File: src/verilog/cpu_regs_defines.svh
`ifndef CPU_REGS_DEFINES_SVH
`define CPU_REGS_DEFINES_SVH
// ---------------------------------------------------------------
// Reset values and vectors
// ---------------------------------------------------------------
`define STACK_RESET 16'h00ff
`define STACK_LOW_RELOAD 8'hff
`define RESET_VEC_HI 16'hfffe
`define ONE_16 16'h0001
`define ZERO_BYTE 8'h00
`define STACKED_BYTES 3'd5
// ---------------------------------------------------------------
// Condition flag positions
// ---------------------------------------------------------------
`define FL_OVF 7
`define FL_ONE6 6
`define FL_ONE5 5
`define FL_HALF 4
`define FL_MASK 3
`define FL_NEG 2
`define FL_ZERO 1
`define FL_CARRY 0
`define FLAGS_ONES 8'h60
`define FLAGS_RESET 8'h68
// ---------------------------------------------------------------
// Register bus offsets and responses
// ---------------------------------------------------------------
`define OFS_ACCUM 8'h00
`define OFS_INDEX 8'h04
`define OFS_STACK 8'h08
`define OFS_PROG 8'h0c
`define OFS_FLAGS 8'h10
`define OFS_STATUS 8'h14
`define RESP_OKAY 2'b00
`define RESP_SLVERR 2'b10
`endif

File: src/verilog/cpu_regs_pkg.sv
package cpu_regs_pkg;
  // Sequencer operation codes
  typedef enum logic [3:0] {
    OP_NOP = 4'h0, OP_FETCH = 4'h1, OP_JUMP = 4'h2, OP_PUSH = 4'h3,
    OP_PULL = 4'h4, OP_RELOAD = 4'h5, OP_ALU = 4'h6, OP_EA_STACK = 4'h7,
    OP_EA_INDEX = 4'h8, OP_UNMASK = 4'h9, OP_SLEEP = 4'ha, OP_LOAD = 4'hb
  } op_t;
  typedef enum logic [2:0] {
    ALU_ADD = 3'h0, ALU_ADC = 3'h1, ALU_SUB = 3'h2, ALU_AND = 3'h3,
    ALU_SHL = 3'h4, ALU_ROL = 3'h5, ALU_BTST = 3'h6, ALU_PASS = 3'h7
  } alu_t;
  typedef enum logic [2:0] {
    DST_ACCUM = 3'h0, DST_IDX_LO = 3'h1, DST_IDX_HI = 3'h2,
    DST_FLAGS = 3'h3, DST_PROG_LO = 3'h4, DST_PROG_HI = 3'h5
  } dst_t;
  typedef struct packed {
    op_t op;
    alu_t alu;
    dst_t dst;
    logic [7:0] data;
    logic [15:0] addr;
  } cmd_t;
  typedef enum logic [3:0] {
    ST_VEC_HI = 4'b0001, ST_VEC_LO = 4'b0010,
    ST_RUN = 4'b0100, ST_INT = 4'b1000
  } state_t;
endpackage

File: src/verilog/cpu_register_and_flags.sv
// Behaviour
// RL1: Any reset forces the stack pointer to 0x00ff.
// RL2: Stack low-byte reload sets low byte to all ones, keeps high.
// RL3: Push decrements, pull increments the stack pointer per byte.
// RL4: Stack-relative address is stack pointer plus 8 or 16 bit offset.
// RL5: Program counter steps by one for each fetched byte.
// RL6: Jumps, taken branches, interrupts load a target into the counter.
// RL7: Leaving reset, counter loads vector from 0xfffe high, 0xffff low.
// RL8: Accumulator is 8 bits, feeding and receiving ALU results.
// RL9: Index pair is 16 bits, high and low byte, addressing 64K.
// RL10: Flag bits 6 and 5 always read as one.
// RL11: Overflow flag tracks two's complement overflow.
// RL12: Half-carry set on carry from bit 3 into bit 4 on adds.
// RL13: Mask set blocks maskable interrupts; clearing re-enables them.
// RL14: Interrupt entry stacks registers, then sets mask, then vectors.
// RL15: Interrupt entry never stacks the upper index byte.
// RL16: Highest-priority pending request is serviced first.
// RL17: Interrupt return pulls registers including the mask from stack.
// RL18: Reset sets the mask; the unmask instruction clears it.
// RL19: Negative flag copies bit 7 of the result.
// RL20: Zero flag set for a zero result, cleared otherwise.
// RL21: Carry on add carry-out or borrow; bit tests, shifts update it.
// RL22: Wait or stop clears mask and stops the clock until woken.
// RL23: Writes to the two always-one flag bits are ignored.
`timescale 1ns/1ps
`include "cpu_regs_defines.svh"
module cpu_register_and_flags
  import cpu_regs_pkg::*;
#(
  parameter int NIRQ = 8,
  parameter int AW = 8
)(
  input wire logic sys_clk_i,
  input wire logic reset_n_i,
  input wire cmd_t cmd_i,
  input wire logic insn_end_i,
  input wire logic [7:0] mem_data_i,
  input wire logic [NIRQ-1:0] irq_req_i,
  input wire logic [15:0] int_vec_i,
  output logic [7:0] accumulator_o,
  output logic [15:0] index_pair_o,
  output logic [15:0] stack_pointer_o,
  output logic [15:0] program_counter_o,
  output logic [7:0] condition_flags_o,
  output logic [15:0] ea_o,
  output logic vec_fetch_o,
  output logic [15:0] vec_addr_o,
  output logic irq_grant_o,
  output logic [$clog2(NIRQ)-1:0] irq_sel_o,
  output logic clk_stop_o,
  output logic running_o,
  input wire logic [AW-1:0] s_axi_awaddr_i,
  input wire logic s_axi_awvalid_i,
  output logic s_axi_awready_o,
  input wire logic [31:0] s_axi_wdata_i,
  input wire logic [3:0] s_axi_wstrb_i,
  input wire logic s_axi_wvalid_i,
  output logic s_axi_wready_o,
  output logic [1:0] s_axi_bresp_o,
  output logic s_axi_bvalid_o,
  input wire logic s_axi_bready_i,
  input wire logic [AW-1:0] s_axi_araddr_i,
  input wire logic s_axi_arvalid_i,
  output logic s_axi_arready_o,
  output logic [31:0] s_axi_rdata_o,
  output logic [1:0] s_axi_rresp_o,
  output logic s_axi_rvalid_o,
  input wire logic s_axi_rready_i
);
  localparam int IW = $clog2(NIRQ);

  // Parameter sanity
  initial begin
    if (NIRQ < 2 || AW < 8)
      $error("NIRQ must be at least 2 and AW at least 8");
  end

  // ---------------------------------------------------------------
  // State
  // ---------------------------------------------------------------
  state_t state, next_state;
  logic [7:0] accum, next_accum;
  logic [15:0] index, next_index;
  logic [15:0] stack, next_stack;
  logic [15:0] prog, next_prog;
  logic [7:0] flags, next_flags;
  logic [15:0] ea, next_ea;
  logic [15:0] vaddr, next_vaddr;
  logic [2:0] pushes, next_pushes;
  logic grant, next_grant;
  logic [IW-1:0] sel, next_sel;
  logic stop, next_stop;

  // ---------------------------------------------------------------
  // Register bus slave
  // ---------------------------------------------------------------
  logic aw_full, w_full, bvalid, arready, rvalid;
  logic [AW-1:0] wr_addr;
  logic [31:0] wr_data, rdata;
  logic [3:0] wr_strb;
  logic [1:0] bresp, rresp;
  wire aw_take = s_axi_awvalid_i & ~aw_full;
  wire w_take = s_axi_wvalid_i & ~w_full;
  wire do_wr = aw_full & w_full & ~bvalid;
  wire ar_take = s_axi_arvalid_i & arready;
  wire wr_mapped = (wr_addr == `OFS_ACCUM) | (wr_addr == `OFS_INDEX) |
                   (wr_addr == `OFS_STACK) | (wr_addr == `OFS_PROG) |
                   (wr_addr == `OFS_FLAGS) | (wr_addr == `OFS_STATUS);
  // Bus writes only land between sequencer operations
  wire bus_apply = do_wr & (state == ST_RUN) & (cmd_i.op == OP_NOP);

  // Read decode
  wire [31:0] status_word = {19'h00000, stop, (|irq_req_i),
                             pushes, 4'h0, state};
  wire [31:0] rd_word =
    (s_axi_araddr_i == `OFS_ACCUM) ? {24'h000000, accum} :
    (s_axi_araddr_i == `OFS_INDEX) ? {16'h0000, index} :
    (s_axi_araddr_i == `OFS_STACK) ? {16'h0000, stack} :
    (s_axi_araddr_i == `OFS_PROG) ? {16'h0000, prog} :
    (s_axi_araddr_i == `OFS_FLAGS) ? {24'h000000, flags} :
    (s_axi_araddr_i == `OFS_STATUS) ? status_word : 32'h00000000;
  wire rd_mapped = (s_axi_araddr_i == `OFS_ACCUM) |
                   (s_axi_araddr_i == `OFS_INDEX) |
                   (s_axi_araddr_i == `OFS_STACK) |
                   (s_axi_araddr_i == `OFS_PROG) |
                   (s_axi_araddr_i == `OFS_FLAGS) |
                   (s_axi_araddr_i == `OFS_STATUS);

  // Byte-lane merge for 16-bit registers
  function automatic logic [15:0] merge16(input logic [15:0] old,
                                          input logic [31:0] d,
                                          input logic [3:0] s);
    merge16 = {s[1] ? d[15:8] : old[15:8], s[0] ? d[7:0] : old[7:0]};
  endfunction

  // Bus channel flops; awready and wready stay low while a word waits
  always_ff @(posedge sys_clk_i or negedge reset_n_i)
  begin
    if (!reset_n_i)
    begin
      aw_full <= 1'b0;
      w_full <= 1'b0;
      wr_addr <= '0;
      wr_data <= 32'h00000000;
      wr_strb <= 4'h0;
      bvalid <= 1'b0;
      bresp <= `RESP_OKAY;
      arready <= 1'b1;
      rvalid <= 1'b0;
      rdata <= 32'h00000000;
      rresp <= `RESP_OKAY;
    end
    else
    begin
      if (aw_take)
      begin
        aw_full <= 1'b1;
        wr_addr <= s_axi_awaddr_i;
      end
      else if (do_wr)
        aw_full <= 1'b0;
      if (w_take)
      begin
        w_full <= 1'b1;
        wr_data <= s_axi_wdata_i;
        wr_strb <= s_axi_wstrb_i;
      end
      else if (do_wr)
        w_full <= 1'b0;
      if (do_wr)
      begin
        bvalid <= 1'b1;
        bresp <= wr_mapped ? `RESP_OKAY : `RESP_SLVERR;
      end
      else if (s_axi_bready_i)
        bvalid <= 1'b0;
      if (ar_take)
      begin
        arready <= 1'b0;
        rvalid <= 1'b1;
        rdata <= rd_word;
        rresp <= rd_mapped ? `RESP_OKAY : `RESP_SLVERR;
      end
      else if (rvalid & s_axi_rready_i)
      begin
        rvalid <= 1'b0;
        arready <= 1'b1;
      end
    end
  end

  // ---------------------------------------------------------------
  // Interrupt priority: lowest index wins
  // ---------------------------------------------------------------
  logic [NIRQ-1:0] above;
  logic [NIRQ-1:0] first;
  logic [IW-1:0] first_idx;
  assign above[0] = 1'b0;
  genvar g;
  for (g = 0; g < NIRQ; g++)
  begin : g_prio
    if (g > 0)
    begin : g_chain
      assign above[g] = above[g-1] | irq_req_i[g-1];
    end
    assign first[g] = irq_req_i[g] & ~above[g]; // RL16
  end

  // One-hot to index
  always_comb
  begin
    first_idx = '0;
    for (int i = 0; i < NIRQ; i++)
      if (first[i])
        first_idx = first_idx | i[IW-1:0];
  end

  // Masked requests never reach the grant
  wire take_irq = insn_end_i & ~flags[`FL_MASK] & (|irq_req_i) & ~stop; // RL13

  // ---------------------------------------------------------------
  // ALU and flag results
  // ---------------------------------------------------------------
  logic cin;
  logic [8:0] sum9, dif9;
  logic [4:0] half5;
  logic [7:0] res;
  logic c_new, v_new, h_new, upd_acc;
  always_comb
  begin
    cin = (cmd_i.alu == ALU_ADC) ? flags[`FL_CARRY] : 1'b0;
    sum9 = {1'b0, accum} + {1'b0, cmd_i.data} + {8'h00, cin};
    half5 = {1'b0, accum[3:0]} + {1'b0, cmd_i.data[3:0]} + {4'h0, cin};
    dif9 = {1'b0, accum} - {1'b0, cmd_i.data};
    res = accum;
    c_new = flags[`FL_CARRY];
    v_new = flags[`FL_OVF];
    h_new = flags[`FL_HALF];
    upd_acc = 1'b1;
    case (cmd_i.alu)
      ALU_ADD, ALU_ADC:
      begin
        res = sum9[7:0];
        c_new = sum9[8]; // RL21
        h_new = half5[4]; // RL12
        v_new = (accum[7] == cmd_i.data[7]) & (res[7] != accum[7]); // RL11
      end
      ALU_SUB:
      begin
        res = dif9[7:0];
        c_new = dif9[8]; // RL21
        v_new = (accum[7] != cmd_i.data[7]) & (res[7] != accum[7]); // RL11
      end
      ALU_AND:
      begin
        res = accum & cmd_i.data;
        v_new = 1'b0;
      end
      ALU_SHL, ALU_ROL:
      begin
        res = {accum[6:0], (cmd_i.alu == ALU_ROL) & flags[`FL_CARRY]};
        c_new = accum[7]; // RL21
        v_new = res[7] ^ accum[7];
      end
      ALU_BTST:
      begin
        c_new = cmd_i.data[0]; // RL21
        upd_acc = 1'b0;
      end
      default:
      begin
        res = cmd_i.data;
        v_new = 1'b0;
      end
    endcase
  end

  // ---------------------------------------------------------------
  // Register next values
  // ---------------------------------------------------------------
  wire pull_load = (cmd_i.op == OP_PULL) | (cmd_i.op == OP_LOAD);
  always_comb
  begin
    next_state = state;
    next_accum = accum;
    next_index = index;
    next_stack = stack;
    next_prog = prog;
    next_flags = flags;
    next_ea = ea;
    next_vaddr = vaddr;
    next_pushes = pushes;
    next_grant = 1'b0;
    next_sel = sel;
    next_stop = stop & ~(|irq_req_i); // RL22
    case (state)
      ST_VEC_HI:
      begin
        next_prog[15:8] = mem_data_i; // RL7
        next_vaddr = vaddr + `ONE_16;
        next_state = ST_VEC_LO;
      end
      ST_VEC_LO:
      begin
        next_prog[7:0] = mem_data_i; // RL7
        next_state = ST_RUN;
      end
      ST_INT:
        // Five bytes: counter, index low, accumulator, flags; no high index
        if (cmd_i.op == OP_PUSH)
        begin
          next_stack = stack - `ONE_16; // RL3 RL15
          next_pushes = pushes + 3'd1;
          if (pushes == `STACKED_BYTES - 3'd1)
          begin
            next_flags[`FL_MASK] = 1'b1; // RL14
            next_vaddr = int_vec_i; // RL6
            next_state = ST_VEC_HI;
          end
        end
      ST_RUN:
      begin
        case (cmd_i.op)
          OP_FETCH: next_prog = prog + `ONE_16; // RL5
          OP_JUMP: next_prog = cmd_i.addr; // RL6
          OP_PUSH: next_stack = stack - `ONE_16; // RL3
          OP_PULL: next_stack = stack + `ONE_16; // RL3
          OP_RELOAD: next_stack[7:0] = `STACK_LOW_RELOAD; // RL2
          OP_EA_STACK: next_ea = stack + cmd_i.addr; // RL4
          OP_EA_INDEX: next_ea = index + cmd_i.addr; // RL9
          OP_UNMASK: next_flags[`FL_MASK] = 1'b0; // RL18
          OP_SLEEP:
          begin
            next_flags[`FL_MASK] = 1'b0; // RL22
            next_stop = 1'b1;
          end
          OP_ALU:
          begin
            if (upd_acc)
            begin
              next_accum = res; // RL8
              next_flags[`FL_NEG] = res[7]; // RL19
              next_flags[`FL_ZERO] = (res == `ZERO_BYTE); // RL20
            end
            next_flags[`FL_CARRY] = c_new;
            next_flags[`FL_OVF] = v_new;
            next_flags[`FL_HALF] = h_new;
          end
          OP_NOP:
            if (bus_apply)
              case (wr_addr)
                `OFS_ACCUM:
                  if (wr_strb[0])
                    next_accum = wr_data[7:0];
                `OFS_INDEX: next_index = merge16(index, wr_data, wr_strb);
                `OFS_STACK: next_stack = merge16(stack, wr_data, wr_strb);
                `OFS_PROG: next_prog = merge16(prog, wr_data, wr_strb);
                `OFS_FLAGS:
                  if (wr_strb[0])
                    next_flags = wr_data[7:0] | `FLAGS_ONES; // RL23
                default: next_flags = flags;
              endcase
          default: next_flags = flags;
        endcase
        // Pulled or loaded bytes; flags restore keeps the fixed ones
        if (pull_load)
          case (cmd_i.dst)
            DST_ACCUM: next_accum = cmd_i.data;
            DST_IDX_LO: next_index[7:0] = cmd_i.data;
            DST_IDX_HI: next_index[15:8] = cmd_i.data;
            DST_FLAGS: next_flags = cmd_i.data | `FLAGS_ONES; // RL17 RL23
            DST_PROG_LO: next_prog[7:0] = cmd_i.data;
            default: next_prog[15:8] = cmd_i.data;
          endcase
        if (take_irq)
        begin
          next_grant = 1'b1;
          next_sel = first_idx; // RL16
          next_pushes = 3'd0;
          next_state = ST_INT;
        end
      end
      default: next_state = ST_VEC_HI;
    endcase
  end

  // Vector fetch strobe from its own flop, never a gate of state bits
  logic fetching;
  wire next_fetch = (next_state == ST_VEC_HI) | (next_state == ST_VEC_LO);

  // Core flops; reset also arms the reset vector fetch
  always_ff @(posedge sys_clk_i or negedge reset_n_i)
  begin
    if (!reset_n_i)
    begin
      state <= ST_VEC_HI;
      accum <= `ZERO_BYTE;
      index <= 16'h0000;
      stack <= `STACK_RESET; // RL1
      prog <= 16'h0000;
      flags <= `FLAGS_RESET; // RL18 RL10
      ea <= 16'h0000;
      vaddr <= `RESET_VEC_HI; // RL7
      pushes <= 3'd0;
      grant <= 1'b0;
      sel <= '0;
      stop <= 1'b0;
      fetching <= 1'b1;
    end
    else
    begin
      state <= next_state;
      accum <= next_accum;
      index <= next_index;
      stack <= next_stack;
      prog <= next_prog;
      flags <= next_flags;
      ea <= next_ea;
      vaddr <= next_vaddr;
      pushes <= next_pushes;
      grant <= next_grant;
      sel <= next_sel;
      stop <= next_stop;
      fetching <= next_fetch;
    end
  end

  // ---------------------------------------------------------------
  // Outputs, all from flops
  // ---------------------------------------------------------------
  assign accumulator_o = accum;
  assign index_pair_o = index;
  assign stack_pointer_o = stack;
  assign program_counter_o = prog;
  assign condition_flags_o = flags;
  assign ea_o = ea;
  assign vec_fetch_o = fetching;
  assign vec_addr_o = vaddr;
  assign irq_grant_o = grant;
  assign irq_sel_o = sel;
  assign clk_stop_o = stop;
  assign running_o = state[2];
  assign s_axi_awready_o = ~aw_full;
  assign s_axi_wready_o = ~w_full;
  assign s_axi_bvalid_o = bvalid;
  assign s_axi_bresp_o = bresp;
  assign s_axi_arready_o = arready;
  assign s_axi_rvalid_o = rvalid;
  assign s_axi_rdata_o = rdata;
  assign s_axi_rresp_o = rresp;

  // ---------------------------------------------------------------
  // Checks
  // ---------------------------------------------------------------
  wire run_op = (state == ST_RUN);
  AST_PUSH_STEP: assert property (@(posedge sys_clk_i)
    disable iff (!reset_n_i) (run_op && cmd_i.op == OP_PUSH && !take_irq)
    |=> stack == $past(stack) - `ONE_16) else $error("push step"); // RL3
  AST_RELOAD: assert property (@(posedge sys_clk_i)
    disable iff (!reset_n_i) (run_op && cmd_i.op == OP_RELOAD)
    |=> stack[7:0] == `STACK_LOW_RELOAD &&
        $stable(stack[15:8])) else $error("reload"); // RL2
  AST_FETCH: assert property (@(posedge sys_clk_i)
    disable iff (!reset_n_i) (run_op && cmd_i.op == OP_FETCH)
    |=> prog == $past(prog) + `ONE_16) else $error("fetch step"); // RL5
  AST_JUMP: assert property (@(posedge sys_clk_i)
    disable iff (!reset_n_i) (run_op && cmd_i.op == OP_JUMP)
    |=> prog == $past(cmd_i.addr)) else $error("jump load"); // RL6
  AST_VECTOR: assert property (@(posedge sys_clk_i)
    disable iff (!reset_n_i) (state == ST_VEC_HI) ##1 (state == ST_VEC_LO)
    |=> prog == {$past(mem_data_i, 2), $past(mem_data_i)} && running_o)
    else $error("vector load"); // RL7
  AST_ONES: assert property (@(posedge sys_clk_i)
    disable iff (!reset_n_i) flags[`FL_ONE6] && flags[`FL_ONE5])
    else $error("fixed flag bits"); // RL10
  AST_MASKED: assert property (@(posedge sys_clk_i)
    disable iff (!reset_n_i) $rose(grant) |-> !$past(flags[`FL_MASK]))
    else $error("masked grant"); // RL13
  AST_ENTRY: assert property (@(posedge sys_clk_i)
    disable iff (!reset_n_i) (state == ST_INT) ##1 (state == ST_VEC_HI)
    |-> flags[`FL_MASK] && $past(pushes) == `STACKED_BYTES - 3'd1)
    else $error("entry order"); // RL14
  AST_HALF: assert property (@(posedge sys_clk_i)
    disable iff (!reset_n_i)
    (run_op && cmd_i.op == OP_ALU && cmd_i.alu == ALU_ADD)
    |=> flags[`FL_HALF] == ({1'b0, $past(accum[3:0])} +
        $past(cmd_i.data[3:0]) > 5'h0f)) else $error("half carry"); // RL12
  AST_ZERO: assert property (@(posedge sys_clk_i)
    disable iff (!reset_n_i)
    (run_op && cmd_i.op == OP_ALU && cmd_i.alu != ALU_BTST)
    |=> flags[`FL_ZERO] == (accum == `ZERO_BYTE) &&
        flags[`FL_NEG] == accum[7]) else $error("zero neg"); // RL20 RL19
  AST_SLEEP: assert property (@(posedge sys_clk_i)
    disable iff (!reset_n_i) (run_op && cmd_i.op == OP_SLEEP && !take_irq)
    |=> !flags[`FL_MASK] && stop) else $error("sleep"); // RL22
endmodule // cpu_register_and_flags

File: config.mk
export PLATFORM = sky130hd
export DESIGN_NAME = cpu_register_and_flags
export DESIGN_NICKNAME = d
export VERILOG_FILES = /design/src/verilog/cpu_regs_pkg.sv /design/src/verilog/cpu_register_and_flags.sv
export VERILOG_INCLUDE_DIRS = /design/src /design/src/verilog
export SDC_FILE = /design/constraint.sdc
export NUM_CORES = 1
export LEC_CHECK = 0
export ABC_AREA = 1
export BUFFER_PORTS_ARGS = -buffer_cell sky130_fd_sc_hd__buf_2
export CELL_PAD_IN_SITES_DETAIL_PLACEMENT = 1
export CELL_PAD_IN_SITES_GLOBAL_PLACEMENT = 1
export CORE_ASPECT_RATIO = 0.75
export CORE_MARGIN = 5
export CORE_UTILIZATION = 42
export CTS_CLUSTER_SIZE = 25
export DETAILED_ROUTE_END_ITERATION = 16
export PLACE_DENSITY_LB_ADDON = 0.1
export SLEW_MARGIN = 20
export SYNTH_ARGS = -nofsm -noshare
export SYNTH_HDL_FRONTEND = slang
export SYNTH_SLANG_ARGS = --single-unit
File: constraint.sdc
create_clock -name sys_clk_i -period 4.8 [get_ports sys_clk_i]
set_input_delay 1.44 -clock sys_clk_i [delete_from_list [all_inputs] [get_ports sys_clk_i]]
set_output_delay 1.44 -clock sys_clk_i [all_outputs]
set_load 0.05 [all_outputs]
==> results of run 1 <==
-- power groups by stage --
stage	clock, mW	sequential, mW	combinational (mW)
4_1_cts	1.40	2.79	5.49
6_report	1.40	2.84	5.55
2_1_floorplan	0	3.85	2.57
3_5_place_dp	0	2.81	5.45
5_1_grt	1.46	2.89	5.97
3_3_place_gp	0	2.80	5.32
-- area by class of cell --
cell class | instances | share of cell area (%)
multi-input cells | 1335 | 48.7
diodes | 1 | 0.0174
clock buffers | 18 | 3.06
well taps | 392 | 3.42
inverters | 263 | 6.89
repair buffers | 251 | 9.20
clock inverters | 14 | 0.933
flip-flops and latches | 158 | 27.8
-- registers in the layout, indices dropped and copies added, names as in the netlist, 2 cells and up --
register / cells
wr_addr: 8
accumulator_o: 8
program_counter_o: 16
pushes: 3
condition_flags_o: 8
vec_addr_o: 16
s_axi_rdata_o: 16
state: 4
ea_o: 16
stack_pointer_o: 16
wr_data: 16
index_pair_o: 16
wr_strb: 2
irq_sel_o: 3
-- worst reg2reg max path, delay by kind of cell, from the launching register on --
kind / cells / cell delay, ns
fa+ha+maj: 2 / 0.87
buf+inv: 2 / 0.21
flops: 1 / 0.44
simple gates: 16 / 1.55
-- layout by cell type, fill, tap and decap left out, types with 18 or more instances in the layout --
master,instances
nand2_1,343
inv_1,250
buf_2,232
nor2_1,210
o21ai_0,172
dfrtp_1,129
nand3_1,121
a21oi_1,120
o22ai_1,43
ha_1,37
nand4_1,34
o211ai_1,32
dfstp_2,29
nor3_1,28
nor2_2,19
conb_1,18
-- worst max path at each step --
stage / startpoint / slack [ns] / endpoint
after floorplan: cmd_i[33] / 0.99 / ea_o[12]
after global placement: cmd_i[33] / 0.56 / ea_o[12]
after detailed placement: cmd_i[33] / 0.41 / ea_o[11]
after CTS: cmd_i[33] / 0.85 / ea_o[11]
after global routing: cmd_i[33] / 0.54 / ea_o[11]
final: cmd_i[33] / 0.75 / ea_o[11]
-- per-layer routing --
| metal | track usage [%] | share of wire (%) |
|---|---|---|
| met1 | 48.4 | 46 |
| met2 | 48.8 | 41 |
| met3 | 12.4 | 12 |
| met4 | 6.14 | 1.4 |
| met5 | 0 | 0.10 |
-- per-stage QoR --
step / instance area (um^2) / power, mW
3_5_place_dp: 13800 / 8.27
6_report: 14300 / 9.80
3_3_place_gp: 13800 / 8.12
5_1_grt: 14300 / 10.3
2_1_floorplan: 12400 / 6.42
4_1_cts: 14300 / 9.68
-- kinds of logic (layout without fill, tap and decap cells) --
family,Yosys count,in the layout,share of synthesized area [%]
compound gates,463,463,21.9
mux,9,9,0.824
xor+xnor,20,20,1.42
flops,158,158,32.4
buf+inv,336,546,11.3
simple gates,784,784,27.7
fa+ha+maj,41,41,4.42
other cells,1,19,0.0305
==> impl_metrics.tcl, run 1 <==
set metrics [dict create \
    fp-row-count 54 \
    crit_type "primary input to flip-flop" \
    cts.sinks 158 \
    layout_min_cycle_time_ns 4.05 \
    cp_slowest_stage_delay_ns 0.51 \
    final_util_pct 49.5 \
    post_cts_buffers 0 \
    grt_pass1_vias 13700 \
    clkLatencyLatePin_ns 0.45 \
    p_sw_share_pct 58.1 \
    fill_cells 3911 \
    synth-async-reset-ratio_pct 100 \
    antenna_left 0 \
    rsz0062_at_grt "false" \
    holdBufCountCts 0 \
    hold_start "irq_sel_o[1]" \
    regArea_um2 3990 \
    cts_resized 0 \
    cts_made_buffers 17 \
    netSwitchingPower_mw 5.69 \
    slew_headroom_pct 34.3 \
    power.leakage_nw 7.15 \
    worst_clock_skew_ns 0.0106 \
    synth.top_cells.by_area "dfrtp_1 (26%), nand2_1 (10%), inv_1 (7.7%), o21ai_0 (7.0%), nor2_1 (6.4%)" \
    ios 270 \
    via_per_inst 5.86 \
    timing.rr.start "condition_flags_o[0]" \
    vdd_drop_max_mv 0.481 \
    hold_path_end "irq_sel_o[1]" \
    gp_congestion 1.00 \
    end_kind "flip-flop" \
    nets 2193 \
    yosysMostFrequentCell "nand2_1" \
    grt_use_total_pct 33.6 \
    synth_ff_type "dfrtp_1" \
    final_hold_viol_count 0 \
    antenna_found_initial 7 \
    dp_slack_ns 0.408 \
    status "completed" \
    synthCells 1812 \
    wl_um 56800 \
    cp.buffers_inverters 3 \
    cp.depth 16 \
    start_util_pct 42.4 \
    core_area_um2 29000 \
    firstDrtPassIters 5 \
    ys_seq_area_share_pct 32.4 \
    synthDistinctLibCells 56 \
    seqPwrFrac_pct 29.0 \
    drc 0 \
    cts-root-buf "clkbuf_16" \
    vias 14300 \
    worst_slew_pin_slew_ns 0.982 \
    fmax_mhz 247 \
    holdWs_ns 0.482 \
    dp_cells 2399 \
    synthToLayoutAreaGrowth_pct 16.7 \
    arrival_ns 4.44 \
    fin_ws_ns 0.749 \
    finalSetupTns_ns 0 \
    multi_input_area_um2 6980 \
    cts_buffer_depth 2 \
    dp_hpwl_um 45500 \
    internal_power_mw 4.10 \
    finalCritPeriodShare_pct 84.4 \
    synth_edf_count 0 \
    cts_max_level 4 \
    slew_viol_final 0 \
    ys_warn_count 0 \
    path_max_fanout 33 \
    min_path_type "flip-flop to flip-flop" \
    synthTopCellsByCount "nand2_1 (343), inv_1 (251), nor2_1 (210), o21ai_0 (172), dfrtp_1 (129)" \
    wl_per_cell_um 23.4 \
    crit_required_ns 5.19 \
    drive_gt1_share_pct 18.6 \
    syn_avg_cell_area_um2 6.79 \
    cp_cell_sequence "buf_2 -> inv_1 -> nor2_1 -> nand2_1 -> buf_4 -> o21ai_0 -> ha_1 -> nand2_1 -> o21ai_1 -> a21oi_1 -> o21ai_1 -> a21boi_0 -> o21ai_0 -> nand2_1 -> nand3_1 -> nand2_1" \
    rr_worst_depth 20 \
    grt_pass1_wl_um 84300 \
    crit_path_top_delay_cell "o21ai_0" \
    synth_top_area_share_pct 26.2 \
    cts.clk_slew.worst_paths_ns 0.07 \
    r2r-end "condition_flags_o[1]" \
    setup_viol 0 \
    ys_ff_latch 158 \
    dieHeight_um 158 \
    cp-start-kind "primary input" \
    cp_top_family "compound AO/OA/AOI/OAI gates" \
    r2r_slack_ns 1.66 \
    combPwrFrac_pct 56.7 \
    numPortBuffers 233 \
    cts_tree "built" \
    min_path_cells 2 \
    cpMostUsedCell "nand2_1" \
    die-area_um2 32800 \
    synth_area_leader_cell "dfrtp_1" \
    syn_area_um2 12300 \
    stdcell_count 2432 \
    grt_overflow_total 0 \
    dieWidth_um 208 \
    cap_violations 0 \
    power_frac_clock_pct 14.3 \
    drt_iter0_drc 1419 \
    power_density_nw_per_um2 683 \
    grt_max_degree 96 \
]
Power figures use the tool's default switching activity.
==> run 2, diff against run 1 <==
--- a/config.mk
+++ b/config.mk
@@ -12,7 +12,7 @@
 export CELL_PAD_IN_SITES_GLOBAL_PLACEMENT = 1
 export CORE_ASPECT_RATIO = 0.75
 export CORE_MARGIN = 5
-export CORE_UTILIZATION = 42
+export CORE_UTILIZATION = 39
 export CTS_CLUSTER_SIZE = 25
 export DETAILED_ROUTE_END_ITERATION = 16
 export PLACE_DENSITY_LB_ADDON = 0.1
==> constraint.sdc (replaced) <==
create_clock -name sys_clk_i -period 4.1 [get_ports sys_clk_i]
set_input_delay 1.23 -clock sys_clk_i [delete_from_list [all_inputs] [get_ports sys_clk_i]]
set_output_delay 1.23 -clock sys_clk_i [all_outputs]
set_load 0.05 [all_outputs]
==> run 2 against run 1 <==
  * Clock power rose by 33%
  * Critical endpoint unchanged
  * Non-clock buffer count is 26 higher
  * Utilization down 2.5 points
  * Via count increased by 0.81%
  * Design area is 2.1% higher
  * Highest routed layer unchanged
  * Largest power group unchanged
  * Largest cell class unchanged
  * Critical path type unchanged
  * Global-route usage decreased by 1.0 points
==> impl_metrics.tcl, run 2 (synthesized netlist as in run 1, its figures left out) <==
set metrics [dict create \
    layout_min_cycle_time_ns 3.71 \
    layout_common_cells "nand2_1 (343), inv_1 (250), buf_2 (232)" \
    core_area_um2 31200 \
    grt_pass1_wl_um 87700 \
    cp_top_family "compound AO/OA/AOI/OAI gates" \
    end_kind "flip-flop" \
    setup_viol 0 \
    fin_ws_ns 0.388 \
    dieHeight_um 164 \
    fp-row-count 56 \
    multi_input_area_um2 6980 \
    synthToLayoutAreaGrowth_pct 19.1 \
    finalSetupTns_ns 0 \
    numPortBuffers 233 \
    seqPwrFrac_pct 28.0 \
    drc 0 \
    antenna_left 0 \
    grt_pass1_vias 13900 \
    final_hold_viol_count 0 \
    fill_cells 4146 \
    arrival_ns 4.11 \
    wl_um 58800 \
    cts-root-buf "clkbuf_16" \
    cts_buffer_depth 2 \
    internal_power_mw 5.12 \
    crit_type "primary input to flip-flop" \
    regArea_um2 3990 \
    die-area_um2 35200 \
    power_frac_clock_pct 15.8 \
    antenna_found_initial 3 \
    finalCritPeriodShare_pct 90.5 \
    clkLatencyLatePin_ns 0.47 \
    drt_iter0_drc 1605 \
    grt_max_degree 66 \
    crit_required_ns 4.50 \
    dp_hpwl_um 46900 \
    path_max_fanout 12 \
    cp_cell_sequence "buf_2 -> inv_1 -> nor2_1 -> nand2_1 -> o21ai_0 -> ha_1 -> nand2_1 -> inv_1 -> a21oi_1 -> o21ai_1 -> a21boi_0 -> o21ai_0 -> nand2_1 -> nand3_1 -> nand2_1" \
    start_util_pct 39.4 \
    crit_path_top_delay_cell "o21ai_0" \
    holdBufCountCts 0 \
    vdd_drop_max_mv 0.357 \
    cts_made_buffers 17 \
    cp_slowest_stage_delay_ns 0.60 \
    firstDrtPassIters 5 \
    power.leakage_nw 7.31 \
    power_density_nw_per_um2 806 \
    holdWs_ns 0.479 \
    worst_slew_pin_slew_ns 0.846 \
    cts.clk_slew.worst_paths_ns 0.07 \
    wl_per_cell_um 23.8 \
    status "completed" \
    cap_violations 0 \
    grt_use_total_pct 32.6 \
    vias 14400 \
    nets 2219 \
    rsz0062_at_grt "false" \
    dp_cells 2439 \
    grt_overflow_total 0 \
    slew_headroom_pct 43.5 \
    cpMostUsedCell "nand2_1" \
    drive_gt1_share_pct 19.6 \
    dp_slack_ns -0.0821 \
    ios 270 \
    cts_max_level 4 \
    min_path_type "flip-flop to flip-flop" \
    combPwrFrac_pct 56.2 \
    fmax_mhz 269 \
    dieWidth_um 215 \
    cp.buffers_inverters 3 \
    cts_tree "built" \
    slew_viol_final 0 \
    p_sw_share_pct 56.6 \
    cp-start-kind "primary input" \
    worst_clock_skew_ns 0.0124 \
    stdcell_count 2473 \
    final_common_cell "nand2_1" \
    netSwitchingPower_mw 6.69 \
    cts.sinks 158 \
    via_per_inst 5.81 \
    gp_congestion 1.02 \
    post_cts_buffers 0 \
]
run 2: cell types whose count changed in the layout (fill, tap and decap cells not counted), sizes merged:
cell / previous run / this run
buf: 251 / 277
inv: 267 / 262
diode: 1 / 2
clkbuf: 18 / 19
bufinv: 1 / 5
run 2: worst paths after layout:
path,start,to,cells after the start,slack (ns)
worst max-delay path,cmd_i[33],ea_o[11],15,0.39
max in group asynchronous,reset_n_i,index_pair_o[8],2,2.47
min in group asynchronous,reset_n_i,irq_sel_o[0],1,0.80
worst max register to register,condition_flags_o[0],condition_flags_o[1],20,0.97
worst min register to register,ea_o[12],ea_o[12],2,0.48
worst min-delay path,ea_o[12],ea_o[12],2,0.48
run 2: final cells by class:
type,instances,share of cell area [%]
repair buffers,277,10.3
clock inverters,13,1.44
diodes,2,0.0342
multi-input cells,1335,47.7
clock buffers,19,3.02
inverters,263,6.75
flip-flops and latches,158,27.2
well taps,406,3.47
run 2: power groups by stage:
| stage | Sequential (mW) | Combinational (mW) | Clock, mW |
|---|---|---|---|
| CTS | 3.26 | 6.56 | 1.87 |
| global route | 3.37 | 7.14 | 1.95 |
| detailed placement | 3.28 | 6.53 | 0 |
| finish | 3.31 | 6.64 | 1.86 |
| floorplan | 4.50 | 3.01 | 0 |
| global placement | 3.26 | 6.39 | 0 |
run 2: repair_timing:
action                                 in CTS  in global routing
endpoints found under the hold margin       0                  0
setup endpoints to repair                   0                  1
gates resized for setup                     0                  1
run 2: worst min-delay path, cell delays in order (launching register included):
cell     delay [ns]
dfrtp_1        0.34
nand2_1        0.05
nand2_1        0.06
run 2: routing by layer:
layer	up-vias	wire [um]	track usage, %
met4	4	980	5.73
met3	66	5680	7.68
met1	7082	28200	50.1
met2	674	23900	46.9
li1	6540	-	-
met5	-	21	0
run 2: metrics by stage:
stage,total power [mW],cell area (um^2),utilization [%]
3_3_place_gp,9.65,14000,44.9
6_report,11.8,14600,47.0
5_1_grt,12.5,14600,47.0
3_5_place_dp,9.81,14000,44.9
2_1_floorplan,7.51,12400,-
4_1_cts,11.7,14600,47.0
==> run 3, diff against run 2 <==
--- a/config.mk
+++ b/config.mk
@@ -8,14 +8,12 @@
 export LEC_CHECK = 0
 export ABC_AREA = 1
 export BUFFER_PORTS_ARGS = -buffer_cell sky130_fd_sc_hd__buf_2
-export CELL_PAD_IN_SITES_DETAIL_PLACEMENT = 1
-export CELL_PAD_IN_SITES_GLOBAL_PLACEMENT = 1
 export CORE_ASPECT_RATIO = 0.75
 export CORE_MARGIN = 5
-export CORE_UTILIZATION = 39
+export CORE_UTILIZATION = 50
 export CTS_CLUSTER_SIZE = 25
 export DETAILED_ROUTE_END_ITERATION = 16
-export PLACE_DENSITY_LB_ADDON = 0.1
+export PLACE_DENSITY = 0.74
 export SLEW_MARGIN = 20
 export SYNTH_ARGS = -nofsm -noshare
 export SYNTH_HDL_FRONTEND = slang
==> run 3 against run 2 <==
  * Via count down 1.7%
  * Clock skew hardly changed
  * First-iteration DRC count grew 28%
  * Global-route usage is 2.2 points higher
  * Largest cell class unchanged
  * Highest routed layer unchanged
==> impl_metrics.tcl, run 3 (synthesized netlist as in run 1, its figures left out) <==
set metrics [dict create \
    status "completed" \
    grt_max_degree 77 \
    holdBufCountCts 0 \
    cp.buffers_inverters 1 \
    power_density_nw_per_um2 796 \
    final_util_pct 59.7 \
    cts_made_buffers 17 \
    regArea_um2 3990 \
    multi_input_area_um2 6980 \
    cap_violations 0 \
    core_area_um2 24100 \
    clkLatencyLatePin_ns 0.45 \
    wl_um 50600 \
    final_hold_viol_count 0 \
    cts-root-buf "clkbuf_16" \
    dp_hpwl_um 39800 \
    crit_path_top_delay_cell "o21ai_0" \
    cp_cell_sequence "buf_2 -> nor2_2 -> nand2_1 -> o21ai_0 -> ha_1 -> a21oi_1 -> a21oi_1 -> nor2_1 -> o21ai_0 -> a21boi_0 -> o21ai_0 -> nand2_1 -> nand3_1 -> nand2_1" \
    die-area_um2 27900 \
    dieHeight_um 146 \
    cp_top_family "compound AO/OA/AOI/OAI gates" \
    cts_tree "built" \
    diodes 0 \
    cts_buffer_depth 2 \
    power.leakage_nw 7.22 \
    drt_iter0_drc 2047 \
    crit_type "primary input to flip-flop" \
    numPortBuffers 233 \
    cts_resized 0 \
    fmax_mhz 263 \
    path_max_fanout 15 \
    ios 270 \
    grt_overflow_total 0 \
    finalSetupTns_ns 0 \
    grt_pass1_vias 12700 \
    drive_gt1_share_pct 18.9 \
    drc 0 \
    vdd_drop_max_mv 0.629 \
    worst_clock_skew_ns 0.0125 \
    min_path_type "flip-flop to flip-flop" \
    antenna_left 0 \
    slew_headroom_pct 46.1 \
    arrival_ns 4.19 \
    end_kind "flip-flop" \
    post_cts_buffers 0 \
    layout_min_cycle_time_ns 3.80 \
    antenna_found_initial 1 \
    finalCritPeriodShare_pct 92.7 \
    layout_common_cells "nand2_1 (343), inv_1 (250), buf_2 (232)" \
    cp_slowest_stage_delay_ns 0.54 \
    final_common_cell "nand2_1" \
    grt_pass1_wl_um 75100 \
    cp-start-kind "primary input" \
    gp_congestion 1.06 \
    dieWidth_um 191 \
    cts_max_level 4 \
    grt_use_total_pct 34.8 \
    via_per_inst 5.93 \
    fill_cells 2405 \
    start_util_pct 51.0 \
    firstDrtPassIters 6 \
    rsz0062_at_grt "false" \
    slew_viol_final 0 \
    fp-row-count 49 \
    setup_viol 0 \
    cts.sinks 158 \
    worst_slew_pin_slew_ns 0.807 \
    wl_per_cell_um 21.3 \
    crit_required_ns 4.49 \
    vias 14100 \
    cts.clk_slew.worst_paths_ns 0.07 \
    synthToLayoutAreaGrowth_pct 16.9 \
    nets 2203 \
]
==> run 3: cell count changes in the layout (fill, tap and decap cells not counted) <==
| cell | before | now |
|---|---|---|
| clkinv_4 | 2 | 1 |
| diode_2 | 2 | 0 |
| a21boi_1 | 1 | 0 |
| inv_8 | 0 | 2 |
| clkbuf_8 | 1 | 0 |
| bufinv_16 | 5 | 3 |
| clkinv_2 | 2 | 3 |
| buf_4 | 43 | 27 |
| clkinvlp_4 | 4 | 3 |
| inv_6 | 1 | 3 |
| a21boi_0 | 1 | 2 |
==> run 3: power by group <==
part,leakage [nW],internal [mW],switching [mW]
clock network,0.291,0.971,0.742
registers,1.86,2.28,1.04
logic,5.07,1.69,4.71
==> run 3: metrics by stage <==
step	setup slack, ns	hold slack (ns)	power [mW]	std cells	area (um^2)
final	0.298	0.476	11.4	2380	14400
after global routing	0.0976	0.507	12.0	2380	14400
after CTS	0.473	0.482	11.2	2380	14400
after detailed placement	0.0316	0.466	9.52	2348	13800
after global placement	0.109	0.453	9.42	2348	13800
after floorplan	0.500	0.480	7.51	1829	12400
==> run 3: worst reg2reg max path, delay by kind of cell, from the launching register on <==
family / cells / cell delay (ns)
adder cells (fa/ha/maj): 2 / 0.91
buffers and inverters: 2 / 0.28
flip-flops: 1 / 0.60
AND/OR/NAND/NOR: 14 / 1.13
==> run 3: final cells by class <==
| class | instances | share of cell area, % |
|---|---|---|
| inverter | 263 | 6.87 |
| clock buffer | 18 | 2.98 |
| tap | 331 | 2.88 |
| sequential | 158 | 27.7 |
| clock inverter | 14 | 1.25 |
| timing repair buffer | 261 | 9.70 |
| multi-input combinational | 1335 | 48.6 |
==> run 3: final timing paths <==
check	slack, ns	end	startpoint	cells past startpoint
min in group asynchronous	0.74	s_axi_rdata_o[10]	reset_n_i	1
max in group asynchronous	2.50	condition_flags_o[3]	reset_n_i	2
hold reg to reg	0.48	irq_sel_o[1]	irq_sel_o[1]	2
hold / removal	0.48	irq_sel_o[1]	irq_sel_o[1]	2
setup reg to reg	1.10	condition_flags_o[1]	accumulator_o[0]	18
setup / recovery	0.30	ea_o[12]	cmd_i[31]	14
==> run 3: metal layers <==
metal / GRT usage (%) / routed length, um / vias up
met2: 48.0 / 20000 / 954
met5: 0 / 20 / -
met1: 54.0 / 22000 / 6560
li1: - / - / 6499
met3: 10.0 / 7450 / 99
met4: 7.00 / 1040 / 4
